[config.mk]
export PLATFORM = sky130hd
export DESIGN_NAME = cad_decoder
export DESIGN_NICKNAME = d
export VERILOG_FILES = /design/src/hdl/cad_pkg.sv /design/src/hdl/cad_word_asm.sv /design/src/hdl/cad_ea_calc.sv /design/src/hdl/cad_decoder.sv
export SDC_FILE = /design/constraint.sdc
export NUM_CORES = 1
export LEC_CHECK = 0
export BUFFER_PORTS_ARGS = -buffer_cell sky130_fd_sc_hd__buf_2
export CAP_MARGIN = 40
export CORE_ASPECT_RATIO = 0.5
export CORE_MARGIN = 4
export CORE_UTILIZATION = 45
export CTS_BUF_LIST = sky130_fd_sc_hd__clkbuf_8
export CTS_CLUSTER_DIAMETER = 100
export CTS_CLUSTER_SIZE = 24
export DETAILED_ROUTE_END_ITERATION = 8
export PLACE_DENSITY = 0.69
export RECOVER_POWER = 25
export SYNTH_ARGS = -nofsm -noshare
export SYNTH_HDL_FRONTEND = slang
export SYNTH_SLANG_ARGS = --single-unit
[constraint.sdc]
create_clock -name i_sys_clk -period 11.6 [get_ports i_sys_clk]
set_clock_uncertainty 0.1 [all_clocks]
set_input_delay 1.16 -clock i_sys_clk [delete_from_list [all_inputs] [get_ports i_sys_clk]]
set_output_delay 1.16 -clock i_sys_clk [all_outputs]
set_load 0.01 [all_outputs]
[src/hdl/cad_pkg.sv]
// Shared constants and types for the addressing-mode decoder
package cad_pkg;

  // Prefix bytes that precede an opcode
  localparam logic [7:0] PFX_Y = 8'h90;
  localparam logic [7:0] PFX_INDY = 8'h91;
  localparam logic [7:0] PFX_IND = 8'h92;
  localparam logic [1:0] PSEL_NONE = 2'h0;
  localparam logic [1:0] PSEL_Y = 2'h1;
  localparam logic [1:0] PSEL_INDY = 2'h2;
  localparam logic [1:0] PSEL_IND = 2'h3;

  // Opcode columns (upper nibble)
  localparam logic [3:0] COL_BITREL = 4'h0;
  localparam logic [3:0] COL_BIT = 4'h1;
  localparam logic [3:0] COL_REL = 4'h2;
  localparam logic [3:0] COL_RMW_DIR = 4'h3;
  localparam logic [3:0] COL_INH_A = 4'h4;
  localparam logic [3:0] COL_INH_X = 4'h5;
  localparam logic [3:0] COL_RMW_IDX = 4'h6;
  localparam logic [3:0] COL_RMW_IDX0 = 4'h7;
  localparam logic [3:0] COL_CTRL_LO = 4'h8;
  localparam logic [3:0] COL_CTRL_HI = 4'h9;
  localparam logic [3:0] COL_IMM = 4'hA;
  localparam logic [3:0] COL_DIR = 4'hB;
  localparam logic [3:0] COL_DIR_L = 4'hC;
  localparam logic [3:0] COL_IDX_L = 4'hD;
  localparam logic [3:0] COL_IDX = 4'hE;
  localparam logic [3:0] COL_IDX0 = 4'hF;
  // Low nibble that turns the immediate column into a relative call
  localparam logic [3:0] ROW_CALLR = 4'hD;

  // Inherent control opcodes that need a side effect
  localparam logic [7:0] OP_HALT = 8'h8E;
  localparam logic [7:0] OP_WFI = 8'h8F;

  // Page zero high byte and reset values
  localparam logic [7:0] PAGE0_HI = 8'h00;
  localparam logic [15:0] PC_RST = 16'h0000;
  localparam logic [15:0] WORD_RST = 16'h0000;
  localparam logic [2:0] LEN_OPCODE = 3'h1;

  // Seventeen addressing modes
  typedef enum logic [4:0] {
    M_INHERENT,
    M_IMMEDIATE,
    M_DIR_SHORT,
    M_DIR_LONG,
    M_IDX_NONE,
    M_IDX_SHORT,
    M_IDX_LONG,
    M_IND_SHORT,
    M_IND_LONG,
    M_INDIDX_SHORT,
    M_INDIDX_LONG,
    M_REL_DIR,
    M_REL_IND,
    M_BIT_DIR,
    M_BIT_IND,
    M_BITREL_DIR,
    M_BITREL_IND
  } cad_mode_t;

endpackage

[src/hdl/cad_word_asm.sv]
// Byte-to-word assembler, each byte shifts in at the low half so the first of two ends in the high half
`timescale 1ns/1ps
module cad_word_asm (
  // Clock and reset
  input wire logic i_sys_clk,
  input wire logic i_rst,
  // Byte stream
  input wire logic i_clear,
  input wire logic i_load,
  input wire logic [7:0] i_byte,
  // Assembled word
  output logic [15:0] o_word
);

  logic [15:0] word_q;
  logic [15:0] word_d;

  always_comb begin
    word_d = word_q;
    if (i_clear) begin
      word_d = cad_pkg::WORD_RST;
    end else if (i_load) begin
      word_d = {word_q[7:0], i_byte};
    end
  end

  always_ff @(posedge i_sys_clk or posedge i_rst) begin
    if (i_rst) begin
      word_q <= cad_pkg::WORD_RST;
    end else begin
      word_q <= word_d;
    end
  end

  assign o_word = word_q;

endmodule

[src/hdl/cad_ea_calc.sv]
// Effective address and relative target arithmetic
`timescale 1ns/1ps
module cad_ea_calc (
  // Decoded operands
  input wire cad_pkg::cad_mode_t i_mode,
  input wire logic [15:0] i_opnd,
  input wire logic [15:0] i_ptr,
  input wire logic [7:0] i_idx,
  input wire logic [15:0] i_pc,
  // Results
  output logic [15:0] o_ea,
  output logic [15:0] o_target
);

  logic [7:0] rel_off;
  logic [15:0] idx_w;

  assign idx_w = {cad_pkg::PAGE0_HI, i_idx};

  always_comb begin
    rel_off = i_opnd[7:0];
    o_ea = {cad_pkg::PAGE0_HI, i_opnd[7:0]};
    unique case (i_mode)
      cad_pkg::M_DIR_SHORT, cad_pkg::M_BIT_DIR: o_ea = {cad_pkg::PAGE0_HI, i_opnd[7:0]};
      cad_pkg::M_DIR_LONG: o_ea = i_opnd;
      cad_pkg::M_IDX_NONE: o_ea = idx_w;
      cad_pkg::M_IDX_SHORT: o_ea = {cad_pkg::PAGE0_HI, i_opnd[7:0]} + idx_w;
      cad_pkg::M_IDX_LONG: o_ea = i_opnd + idx_w;
      cad_pkg::M_IND_SHORT, cad_pkg::M_BIT_IND: o_ea = {cad_pkg::PAGE0_HI, i_ptr[7:0]};
      cad_pkg::M_IND_LONG: o_ea = i_ptr;
      cad_pkg::M_INDIDX_SHORT: o_ea = {cad_pkg::PAGE0_HI, i_ptr[7:0]} + idx_w;
      cad_pkg::M_INDIDX_LONG: o_ea = i_ptr + idx_w;
      cad_pkg::M_REL_IND: rel_off = i_ptr[7:0];
      cad_pkg::M_BITREL_DIR: o_ea = {cad_pkg::PAGE0_HI, i_opnd[15:8]};
      cad_pkg::M_BITREL_IND: o_ea = {cad_pkg::PAGE0_HI, i_ptr[7:0]};
      default: o_ea = {cad_pkg::PAGE0_HI, i_opnd[7:0]};
    endcase
    o_target = i_pc + {{8{rel_off[7]}}, rel_off};
  end

endmodule

[src/hdl/cad_decoder.sv]
// Instruction length and operand address decoder
`timescale 1ns/1ps
module cad_decoder (
  // Clock and reset
  input wire logic i_sys_clk,
  input wire logic i_rst,
  // Fetch stream
  input wire logic i_fetch_valid,
  input wire logic [7:0] i_fetch_byte,
  output logic o_fetch_ready,
  // Program counter load
  input wire logic i_pc_load,
  input wire logic [15:0] i_pc_value,
  output logic [15:0] o_pc,
  // Index registers from the datapath
  input wire logic [7:0] i_idx_x,
  input wire logic [7:0] i_idx_y,
  // Data memory read port
  output logic o_mem_rd,
  output logic [15:0] o_mem_addr,
  input wire logic i_mem_valid,
  input wire logic [7:0] i_mem_rdata,
  // Decoded instruction
  output logic o_dec_valid,
  input wire logic i_dec_ready,
  output logic [7:0] o_dec_opcode,
  output cad_pkg::cad_mode_t o_dec_mode,
  output logic [2:0] o_dec_len,
  output logic o_dec_use_y,
  output logic o_dec_rmw,
  output logic [7:0] o_dec_imm,
  output logic [15:0] o_dec_ea,
  output logic [15:0] o_dec_target,
  output logic [2:0] o_dec_bit,
  output logic o_dec_halt,
  output logic o_dec_wfi
);

  typedef enum logic [2:0] {
    S_OPC,
    S_OPND,
    S_PTR,
    S_CALC,
    S_OUT
  } cad_state_t;

  // Operand bytes that follow the opcode in the fetch stream
  function automatic logic [1:0] fetch_cnt(input cad_pkg::cad_mode_t m);
    unique case (m)
      cad_pkg::M_INHERENT, cad_pkg::M_IDX_NONE: fetch_cnt = 2'd0;
      cad_pkg::M_DIR_LONG, cad_pkg::M_IDX_LONG: fetch_cnt = 2'd2;
      cad_pkg::M_BITREL_DIR, cad_pkg::M_BITREL_IND: fetch_cnt = 2'd2;
      default: fetch_cnt = 2'd1;
    endcase
  endfunction

  // Pointer bytes read from data memory
  function automatic logic [1:0] ptr_cnt(input cad_pkg::cad_mode_t m);
    unique case (m)
      cad_pkg::M_IND_LONG, cad_pkg::M_INDIDX_LONG: ptr_cnt = 2'd2;
      cad_pkg::M_IND_SHORT, cad_pkg::M_INDIDX_SHORT, cad_pkg::M_REL_IND: ptr_cnt = 2'd1;
      cad_pkg::M_BIT_IND, cad_pkg::M_BITREL_IND: ptr_cnt = 2'd1;
      default: ptr_cnt = 2'd0;
    endcase
  endfunction

  // mode implied by the opcode column, and in the immediate column by the low nibble
  function automatic cad_pkg::cad_mode_t base_mode(input logic [7:0] op);
    case (op[7:4])
      cad_pkg::COL_BITREL: base_mode = cad_pkg::M_BITREL_DIR;
      cad_pkg::COL_BIT: base_mode = cad_pkg::M_BIT_DIR;
      cad_pkg::COL_REL: base_mode = cad_pkg::M_REL_DIR;
      cad_pkg::COL_RMW_DIR: base_mode = cad_pkg::M_DIR_SHORT;
      cad_pkg::COL_RMW_IDX: base_mode = cad_pkg::M_IDX_SHORT;
      cad_pkg::COL_RMW_IDX0: base_mode = cad_pkg::M_IDX_NONE;
      cad_pkg::COL_CTRL_LO, cad_pkg::COL_CTRL_HI: base_mode = cad_pkg::M_INHERENT;
      cad_pkg::COL_INH_A, cad_pkg::COL_INH_X: base_mode = cad_pkg::M_INHERENT;
      // immediate column, except the relative call
      cad_pkg::COL_IMM: base_mode = (op[3:0] == cad_pkg::ROW_CALLR) ? cad_pkg::M_REL_DIR : cad_pkg::M_IMMEDIATE;
      // short and long columns kept apart
      cad_pkg::COL_DIR: base_mode = cad_pkg::M_DIR_SHORT;
      cad_pkg::COL_DIR_L: base_mode = cad_pkg::M_DIR_LONG;
      cad_pkg::COL_IDX_L: base_mode = cad_pkg::M_IDX_LONG;
      cad_pkg::COL_IDX: base_mode = cad_pkg::M_IDX_SHORT;
      default: base_mode = cad_pkg::M_IDX_NONE;
    endcase
  endfunction

  // Indirect prefix turns direct or offset-indexed forms into their indirect forms; the indirect Y prefix only the indexed ones
  function automatic cad_pkg::cad_mode_t pfx_mode(input cad_pkg::cad_mode_t m, input logic [1:0] p);
    pfx_mode = m;
    if (p == cad_pkg::PSEL_IND) begin
      unique case (m)
        cad_pkg::M_DIR_SHORT: pfx_mode = cad_pkg::M_IND_SHORT;
        cad_pkg::M_DIR_LONG: pfx_mode = cad_pkg::M_IND_LONG;
        cad_pkg::M_IDX_SHORT: pfx_mode = cad_pkg::M_INDIDX_SHORT;
        cad_pkg::M_IDX_LONG: pfx_mode = cad_pkg::M_INDIDX_LONG;
        cad_pkg::M_REL_DIR: pfx_mode = cad_pkg::M_REL_IND;
        cad_pkg::M_BIT_DIR: pfx_mode = cad_pkg::M_BIT_IND;
        cad_pkg::M_BITREL_DIR: pfx_mode = cad_pkg::M_BITREL_IND;
        default: pfx_mode = m;
      endcase
    end else if (p == cad_pkg::PSEL_INDY) begin
      unique case (m)
        cad_pkg::M_IDX_SHORT: pfx_mode = cad_pkg::M_INDIDX_SHORT;
        cad_pkg::M_IDX_LONG: pfx_mode = cad_pkg::M_INDIDX_LONG;
        default: pfx_mode = m;
      endcase
    end
  endfunction

  cad_state_t state_q;
  cad_state_t state_d;
  logic [1:0] pfx_q;
  logic [1:0] pfx_d;
  logic [7:0] op_q;
  logic [7:0] op_d;
  cad_pkg::cad_mode_t mode_q;
  cad_pkg::cad_mode_t mode_d;
  logic [1:0] fcnt_q;
  logic [1:0] fcnt_d;
  logic [1:0] pcnt_q;
  logic [1:0] pcnt_d;
  logic [1:0] pidx_q;
  logic [1:0] pidx_d;
  logic [15:0] pc_q;
  logic [15:0] pc_d;
  logic [2:0] len_q;
  logic [2:0] len_d;

  // Output flops
  logic use_y_q;
  logic use_y_d;
  logic rmw_q;
  logic rmw_d;
  logic [7:0] imm_q;
  logic [7:0] imm_d;
  logic [15:0] ea_q;
  logic [15:0] ea_d;
  logic [15:0] tgt_q;
  logic [15:0] tgt_d;
  logic halt_q;
  logic halt_d;
  logic wfi_q;
  logic wfi_d;

  logic take_byte;
  logic is_pfx;
  logic opc_take;
  logic opnd_take;
  logic ptr_take;
  logic [15:0] opnd_word;
  logic [15:0] ptr_word;
  logic [15:0] ea_c;
  logic [15:0] tgt_c;
  logic [7:0] ptr_base;
  cad_pkg::cad_mode_t new_mode;
  logic [1:0] new_fcnt;

  assign o_fetch_ready = (state_q == S_OPC) || (state_q == S_OPND);
  assign take_byte = o_fetch_ready && i_fetch_valid;
  assign is_pfx = (pfx_q == cad_pkg::PSEL_NONE) &&
    ((i_fetch_byte == cad_pkg::PFX_Y) || (i_fetch_byte == cad_pkg::PFX_INDY) || (i_fetch_byte == cad_pkg::PFX_IND));
  assign opc_take = take_byte && (state_q == S_OPC) && !is_pfx;
  assign opnd_take = take_byte && (state_q == S_OPND);
  assign ptr_take = (state_q == S_PTR) && i_mem_valid;
  assign new_mode = pfx_mode(base_mode(i_fetch_byte), pfx_q);
  assign new_fcnt = fetch_cnt(new_mode);
  // Bit-relative forms carry the pointer address in the first of two bytes
  assign ptr_base = (mode_q == cad_pkg::M_BITREL_IND) ? opnd_word[15:8] : opnd_word[7:0];

  // pointer read after the pointer address byte
  assign o_mem_rd = (state_q == S_PTR);
  assign o_mem_addr = {cad_pkg::PAGE0_HI, ptr_base} + {14'h0000, pidx_q};

  cad_word_asm u_opnd (
    .i_sys_clk(i_sys_clk),
    .i_rst(i_rst),
    .i_clear(opc_take),
    .i_load(opnd_take),
    .i_byte(i_fetch_byte),
    .o_word(opnd_word)
  );

  cad_word_asm u_ptr (
    .i_sys_clk(i_sys_clk),
    .i_rst(i_rst),
    .i_clear(opc_take),
    .i_load(ptr_take),
    .i_byte(i_mem_rdata),
    .o_word(ptr_word)
  );

  cad_ea_calc u_ea (
    .i_mode(mode_q),
    .i_opnd(opnd_word),
    .i_ptr(ptr_word),
    .i_idx(use_y_q ? i_idx_y : i_idx_x),
    .i_pc(pc_q),
    .o_ea(ea_c),
    .o_target(tgt_c)
  );

  // Sequencer
  always_comb begin
    state_d = state_q;
    pfx_d = pfx_q;
    op_d = op_q;
    mode_d = mode_q;
    fcnt_d = fcnt_q;
    pcnt_d = pcnt_q;
    pidx_d = pidx_q;
    len_d = len_q;
    pc_d = take_byte ? pc_q + 16'h0001 : pc_q;
    if (i_pc_load) begin
      pc_d = i_pc_value;
    end
    unique case (state_q)
      S_OPC: begin
        if (take_byte && is_pfx) begin
          if (i_fetch_byte == cad_pkg::PFX_Y) begin
            pfx_d = cad_pkg::PSEL_Y;
          end else if (i_fetch_byte == cad_pkg::PFX_INDY) begin
            pfx_d = cad_pkg::PSEL_INDY;
          end else begin
            pfx_d = cad_pkg::PSEL_IND;
          end
          len_d = len_q + 3'd1;
        end else if (opc_take) begin
          op_d = i_fetch_byte;
          mode_d = new_mode;
          fcnt_d = new_fcnt;
          pcnt_d = ptr_cnt(new_mode);
          pidx_d = 2'd0;
          // a Y prefix is the extra byte of no-offset indexing
          len_d = len_q + cad_pkg::LEN_OPCODE + {1'b0, new_fcnt};
          if (new_fcnt != 2'd0) begin
            state_d = S_OPND;
          end else begin
            state_d = S_CALC;
          end
        end
      end
      S_OPND: begin
        if (opnd_take) begin
          fcnt_d = fcnt_q - 2'd1;
          if (fcnt_q == 2'd1) begin
            state_d = (pcnt_q != 2'd0) ? S_PTR : S_CALC;
          end
        end
      end
      S_PTR: begin
        if (ptr_take) begin
          pidx_d = pidx_q + 2'd1;
          if (pidx_q + 2'd1 == pcnt_q) begin
            state_d = S_CALC;
          end
        end
      end
      S_CALC: begin
        state_d = S_OUT;
      end
      S_OUT: begin
        if (i_dec_ready) begin
          state_d = S_OPC;
          pfx_d = cad_pkg::PSEL_NONE;
          len_d = 3'd0;
        end
      end
    endcase
  end

  always_ff @(posedge i_sys_clk or posedge i_rst) begin
    if (i_rst) begin
      state_q <= S_OPC;
      pfx_q <= cad_pkg::PSEL_NONE;
      op_q <= 8'h00;
      mode_q <= cad_pkg::M_INHERENT;
      fcnt_q <= 2'd0;
      pcnt_q <= 2'd0;
      pidx_q <= 2'd0;
      len_q <= 3'd0;
      pc_q <= cad_pkg::PC_RST;
    end else begin
      state_q <= state_d;
      pfx_q <= pfx_d;
      op_q <= op_d;
      mode_q <= mode_d;
      fcnt_q <= fcnt_d;
      pcnt_q <= pcnt_d;
      pidx_q <= pidx_d;
      len_q <= len_d;
      pc_q <= pc_d;
    end
  end

  // Result capture; index read at this cycle so the datapath must hold it
  always_comb begin
    use_y_d = use_y_q;
    rmw_d = rmw_q;
    imm_d = imm_q;
    ea_d = ea_q;
    tgt_d = tgt_q;
    halt_d = halt_q;
    wfi_d = wfi_q;
    if (opc_take) begin
      // Y for the Y prefix and the indirect Y prefix
      use_y_d = (pfx_q == cad_pkg::PSEL_Y) || (pfx_q == cad_pkg::PSEL_INDY);
      rmw_d = (i_fetch_byte[7:4] == cad_pkg::COL_RMW_DIR) || (i_fetch_byte[7:4] == cad_pkg::COL_RMW_IDX) ||
        (i_fetch_byte[7:4] == cad_pkg::COL_RMW_IDX0) || (i_fetch_byte[7:4] == cad_pkg::COL_BIT) ||
        (i_fetch_byte[7:4] == cad_pkg::COL_BITREL);
      halt_d = (i_fetch_byte == cad_pkg::OP_HALT);
      wfi_d = (i_fetch_byte == cad_pkg::OP_WFI);
    end
    if (state_q == S_CALC) begin
      // second byte is the operand value
      imm_d = opnd_word[7:0];
      ea_d = ea_c;
      tgt_d = tgt_c;
    end
  end

  always_ff @(posedge i_sys_clk or posedge i_rst) begin
    if (i_rst) begin
      use_y_q <= 1'b0;
      rmw_q <= 1'b0;
      imm_q <= 8'h00;
      ea_q <= 16'h0000;
      tgt_q <= 16'h0000;
      halt_q <= 1'b0;
      wfi_q <= 1'b0;
    end else begin
      use_y_q <= use_y_d;
      rmw_q <= rmw_d;
      imm_q <= imm_d;
      ea_q <= ea_d;
      tgt_q <= tgt_d;
      halt_q <= halt_d;
      wfi_q <= wfi_d;
    end
  end

  assign o_pc = pc_q;
  assign o_dec_valid = (state_q == S_OUT);
  assign o_dec_opcode = op_q;
  assign o_dec_mode = mode_q;
  assign o_dec_len = len_q;
  assign o_dec_use_y = use_y_q;
  assign o_dec_rmw = rmw_q;
  assign o_dec_imm = imm_q;
  assign o_dec_ea = ea_q;
  assign o_dec_target = tgt_q;
  assign o_dec_bit = op_q[3:1];
  assign o_dec_halt = halt_q;
  assign o_dec_wfi = wfi_q;

endmodule

==> out/results.tsv, run 1 <==
metric	value	unit
clock_latency	0.46	ns
slowest_stage	clkbuf_1	
ant_nets	0	
power	0.002359	W
crit_required	11.48	ns
status	finished, violations left	
crit_path_max_incr_delay	2.02	ns
yosys_warnings	0	
cp_max_fo	51	
wirelength	24110	um
core	18480	sq um
portBuffers	144	
start_kind	input port	
synthTopCellsByArea	dfrtp_1 (35%), nand2_1 (10%), ha_1 (5.9%)	
min_from	o_dec_ea[1]	
antenna_found_initial	0	
use_met2	35.67	%
die_w	202.5	um
syn_area	8511	sq um
clock-sinks	119	
min_period	5.772	ns
syn_avg_cell_area	8.377	sq um
pwr-share-clk	18.6	%
p_sw_share	45.20	%
hold-path-cell-count	2	
crit_path_frequent_cell	clkbuf_1	
fin_nets	1220	
synth_common_cells	nand2_1 (231), dfrtp_1 (119), o21ai_0 (71)	
grt_pass1_wl	38640	um
startpoint	i_rst	
drive_gt1_share	21.08	%
grt_pass1_vias	7395	
arrival	5.65	ns
slew_violations	189	
drv_cap	4	
postSynthCellCount	1016	
max-slew-margin-rel	-82.62	%
reg2reg_from	o_dec_mode[3]	
rsz0062_at_grt	no	
worstMarginPinSlew	2.739	ns
gp_congestion	0.8674	
io-pin-count	152	
whs	0.3779	ns
routedWlPerCell	17.31	um
viasPerCell	5.512	
drt-pass1-iter-count	5	
syn2layout_area_growth	14.44	%
top_usage_layer	met2	
finalSetupViolCount	0	
vdd_drop_max	0.00009187	V
htreeDepth	4	
netlist.area_leader.share	34.99	%
p_int	0.001293	W
cts_tree	built	
power.leakage	4.611	nW
ys_ff_latch	119	
synth_edf_count	0	
vias	7678	
hold_viol	0	
grt_util_met3	5.011	%
num_antenna_cells	0	
grt_usage	22.44	%
dieArea	21310	sq um
period_share	49.76	%
critPathCaptureType	async pin	
hold_buffers	0	
hp-class	flop to flop	
place_hpwl	17730	um
synth.distinct_cells	82	
power_frac_seq	32.5	%
yosysSeqAreaShare	34.99	%
clock_path_buffers	2	
yosysMostFrequentCell	nand2_1	
pwr-share-comb	48.8	%
p_per_area	242.2	nW/um^2
cts_buffers	17	
postCtsSetupBuffers	0	
path_clk_slew	0.08	ns
grt_start_max_net_pins	65	
fp.dieH	105.2	um
start_util	46.05	%
setup_ws	5.828	ns
dp_slack	7.386	ns
num_rows	35	
p_switching	0.001066	W
cts_root_buffer	clkbuf_8	
yosysTopAreaCell	dfrtp_1	
use_met1	31.27	%
synth_ff_type	dfrtp_1	
async_reset_ff_share	100.0	%
crit_type	input port to async pin	
nFillCells	1813	
tns	0	ns
cts_resized	0	
initialDrtViolationCount	541	
ff2ff_path_depth	15	
grt.overflow.total	0	
drc_errors	0	
path_cells	buf_2 > clkinvlp_2 > clkbuf_1 > clkbuf_1	
violations	max-capacitance violations, max-slew violations	
fmax	0.1733	GHz
-- layout by cell type (no fill, tap or decap), drive strengths merged, types with 6 or more instances in the layout --
master / instances
mux2i: 17
clkinv: 7
buf: 150
xnor2: 32
ha: 40
nand3: 18
o22ai: 6
and2: 7
dfrtp: 119
nand2b: 11
nor2: 59
a21oi: 68
conb: 7
nand4: 10
clkbuf: 20
a31oi: 11
inv: 31
and3: 7
nand2: 232
a22oi: 10
mux2: 35
o21ai: 75
a21o: 12
nor2b: 15
xor2: 28
or3: 6
nor3: 10
-- logic make-up after synthesis --
family / count (synthesis) / synth area share [%]
other cells: 1 / 0.04406
buf+inv: 101 / 5.425
flops: 119 / 34.99
compound gates: 238 / 17.85
mux: 52 / 6.674
fa+ha+maj: 45 / 7.057
simple gates: 400 / 21.79
xor+xnor: 60 / 6.175
-- state kept, by name, summed over array words and instances, names as in the netlist, 3 cells and up --
| signal | cells |
|---|---|
| u_opnd.o_word | 16 |
| state_q | 3 |
| o_dec_imm | 8 |
| o_dec_target | 16 |
| u_ptr.o_word | 16 |
| o_dec_opcode | 8 |
| o_dec_mode | 5 |
| o_pc | 16 |
| o_dec_ea | 16 |
| o_dec_len | 3 |
-- per-layer routing --
layer,vias up,share of wire (%)
met1,3685,46
met5,-,0
li1,3733,-
met4,0,1.3
met3,33,6.5
met2,227,46
-- metrics by stage --
step	utilization, %	std cells	area [sq um]
floorplan	-	1022	8533
global route	52.70	1393	9739
finish	52.70	1393	9739
CTS	52.88	1393	9772
detailed placement	50.44	1361	9321
global placement	50.18	1358	9274
-- power groups by stage --
| stage | Sequential, W | Combinational, W | Clock (W) |
|---|---|---|---|
| 2_1_floorplan | 0.000714 | 0.000838 | 0 |
| 3_5_place_dp | 0.000770 | 0.00115 | 0 |
| 4_1_cts | 0.000763 | 0.00116 | 0.000449 |
| 5_1_grt | 0.000792 | 0.00129 | 0.000465 |
| 6_report | 0.000768 | 0.00115 | 0.000440 |
| 3_3_place_gp | 0.000763 | 0.00112 | 0 |
-- final timing paths --
path / endpoint / slack, ns
max in group i_sys_clk: o_mem_addr[4] / 6.90
worst max register to register: o_dec_target[12] / 7.37
min in group asynchronous: o_dec_len[2] / 1.04
worst max-delay path: o_dec_ea[5] / 5.83
worst min register to register: o_dec_ea[1] / 0.38
worst min-delay path: o_dec_ea[1] / 0.38
-- final cells by class --
type,instances,area [sq um],share of cell area (%)
repair buffers,153,782.0,8.029
flip-flops and latches,119,2978,30.58
well taps,259,324.1,3.327
clock buffers,17,234.0,2.402
clock inverters,15,216.5,2.223
multi-input cells,802,5099,52.35
inverters,28,106.4,1.092
-- worst max-delay path, delay by kind of cell --
family	cells	cell delay, ns
buf+inv	4	4.43
Power figures use the tool's default switching activity.
==> inputs of run 2 (changes only) <==
PLACE_DENSITY = 0.71   (was 0.69)
clock period = 5.2 ns   (was 11.6 ns; I/O delays follow)
==> run 2 against run 1 <==
- the run still ends with max-capacitance violations, max-slew violations left
- sequential cell count did not move
- setup slack got worse by 4.7 ns
- critical path depth rose by 11
- die area did not move
- first-iteration DRC count rose by 12%
- clock-buffer cell count did not move
- core utilization fell by 0.16 points
- highest routed layer unchanged
==> out/results.tsv, run 2 (same netlist as run 1, synthesis figures left out) <==
metric	value	unit	change
min_period	4.097	ns	
pwr-share-comb	49.5	%	+0.7 points
cp.buffers_inverters	1		-3
cts_buffers	17		unchanged
htreeDepth	4		unchanged
clock_latency	0.46	ns	about the same
crit_required	5.43	ns	-6.05 ns
power	0.005230	W	+120%
grt_pass1_wl	39120	um	+1.2%
start_util	46.05	%	unchanged
fp.dieH	105.2	um	unchanged
core	18480	sq um	unchanged
postCtsSetupBuffers	0		unchanged
drv_cap	3		-1
path_cells	inv_1 > nor2_1 > nand2_1 > nor3_4 > mux2_2 > ha_1 > fa_1 > a21oi_1 > nor2b_1 > o31a_1 > o221a_2 > a311o_1 > a31oi_1 > xor2_1 > o21ai_0		
p_switching	0.002433	W	+130%
critPathCaptureType	flop		
crit_family	compound AO/OA/AOI/OAI gates		
rsz0062_at_grt	no		
cp_max_fo	8		-84%
slew_violations	124		-34%
cts_root_buffer	clkbuf_8		
violations	max-capacitance violations, max-slew violations		
place_hpwl	17850	um	+0.66%
cts_tree	built		
hp-class	input port to flop		
vias	7821		+1.9%
cts_resized	0		unchanged
p_per_area	538.7	nW/um^2	+120%
clock-sinks	119		unchanged
syn2layout_area_growth	14.08	%	
grt_pass1_vias	7516		+1.6%
drive_gt1_share	21.16	%	+0.088 points
drt-pass1-iter-count	5		unchanged
fmax	0.2441	GHz	
status	finished, violations left		
max-slew-margin-rel	-42.71	%	+40 points
io-pin-count	152		unchanged
hold_viol	0		unchanged
ant_nets	0		unchanged
slowest_stage	dfrtp_1		
crit_type	flop to flop		
p_sw_share	46.51	%	+1.3 points
finalSetupViolCount	0		unchanged
path_clk_slew	0.09	ns	about the same
pwr-share-clk	17.4	%	-1.2 points
grt_usage	22.66	%	+0.22 points
mostFrequentLayoutCells	nand2_1 (230), buf_2 (145), dfrtp_1 (119)		
viasPerCell	5.615		+1.9%
hold_buffers	0		unchanged
crit_path_max_incr_delay	0.46	ns	-1.56 ns
initialDrtViolationCount	608		+12%
grt_start_max_net_pins	53		-18%
gp_congestion	0.8699		+0.29%
routedWlPerCell	17.43	um	+0.74%
tns	0	ns	unchanged
worstMarginPinSlew	2.129	ns	-0.6103 ns
dieArea	21310	sq um	unchanged
whs	0.1722	ns	-0.2057 ns
fin_nets	1220		unchanged
utilization	52.54	%	-0.16 points
antenna_found_initial	0		unchanged
grt.overflow.total	0		unchanged
start_kind	flop		
arrival	4.32	ns	-1.33 ns
num_rows	35		unchanged
portBuffers	144		unchanged
clock_path_buffers	2		unchanged
die_w	202.5	um	unchanged
vdd_drop_max	0.0001963	V	+110%
drc_errors	0		unchanged
num_antenna_cells	0		unchanged
power_frac_seq	33.0	%	+0.5 points
wirelength	24290	um	+0.74%
period_share	78.78	%	
p_int	0.002798	W	+120%
layout_commonest_cell	nand2_1		
power.leakage	4.600	nW	-0.25%
## run 2: final timing paths
| check | from | to | slack [ns] | cells past startpoint |
|---|---|---|---|---|
| worst max-delay path | o_dec_mode[3] | o_dec_target[14] | 1.10 | 15 |
| worst min-delay path | i_pc_value[9] | o_pc[9] | 0.17 | 3 |
| worst max register to register | o_dec_mode[3] | o_dec_target[14] | 1.10 | 15 |
| worst min register to register | o_dec_wfi | o_dec_wfi | 0.37 | 2 |
| max in group asynchronous | i_rst | o_pc[15] | 1.86 | 3 |
| min in group asynchronous | i_rst | o_dec_len[2] | 0.51 | 2 |
## run 2: through the flow
step	worst slack [ns]	instances	area (sq um)
after floorplan	1.423	1022	8533
after global placement	1.272	1359	9281
after detailed placement	1.169	1361	9301
after CTS	1.086	1393	9718
after global routing	0.8445	1393	9709
final	1.103	1393	9709
## run 2: layout make-up
type | instances | area [sq um]
Clock inverter | 15 | 182.7
Clock buffer | 17 | 234.0
Sequential cell | 119 | 2978
Inverter | 28 | 106.4
Fill cell | 1800 | 8771
Timing Repair Buffer | 153 | 785.8
Multi-Input combinational cell | 802 | 5099
Tap cell | 259 | 324.1
## run 2: metal layers
| layer | routed length [um] | GRT usage, % | up-vias |
|---|---|---|---|
| met1 | 10950 | 31.11 | 3796 |
| met2 | 11350 | 36.70 | 252 |
| met3 | 1652 | 5.134 | 29 |
| met4 | 339 | 5.518 | 0 |
| met5 | 0 | 0 | - |
| li1 | - | - | 3744 |
## run 2: power by group through the flow
stage / Combinational [W] / Clock, W / Sequential, W
3_5_place_dp: 0.00258 / 0 / 0.00173
5_1_grt: 0.00288 / 0.000974 / 0.00178
6_report: 0.00259 / 0.000912 / 0.00173
2_1_floorplan: 0.00187 / 0 / 0.00159
4_1_cts: 0.00259 / 0.000932 / 0.00172
3_3_place_gp: 0.00249 / 0 / 0.00171
## run 2: worst min-delay path, delay by kind of cell
kind	cells	cell delay (ns)
AND/OR/NAND/NOR	1	0.04
AO/OA/AOI/OAI	1	0.05
buffers and inverters	1	0.08
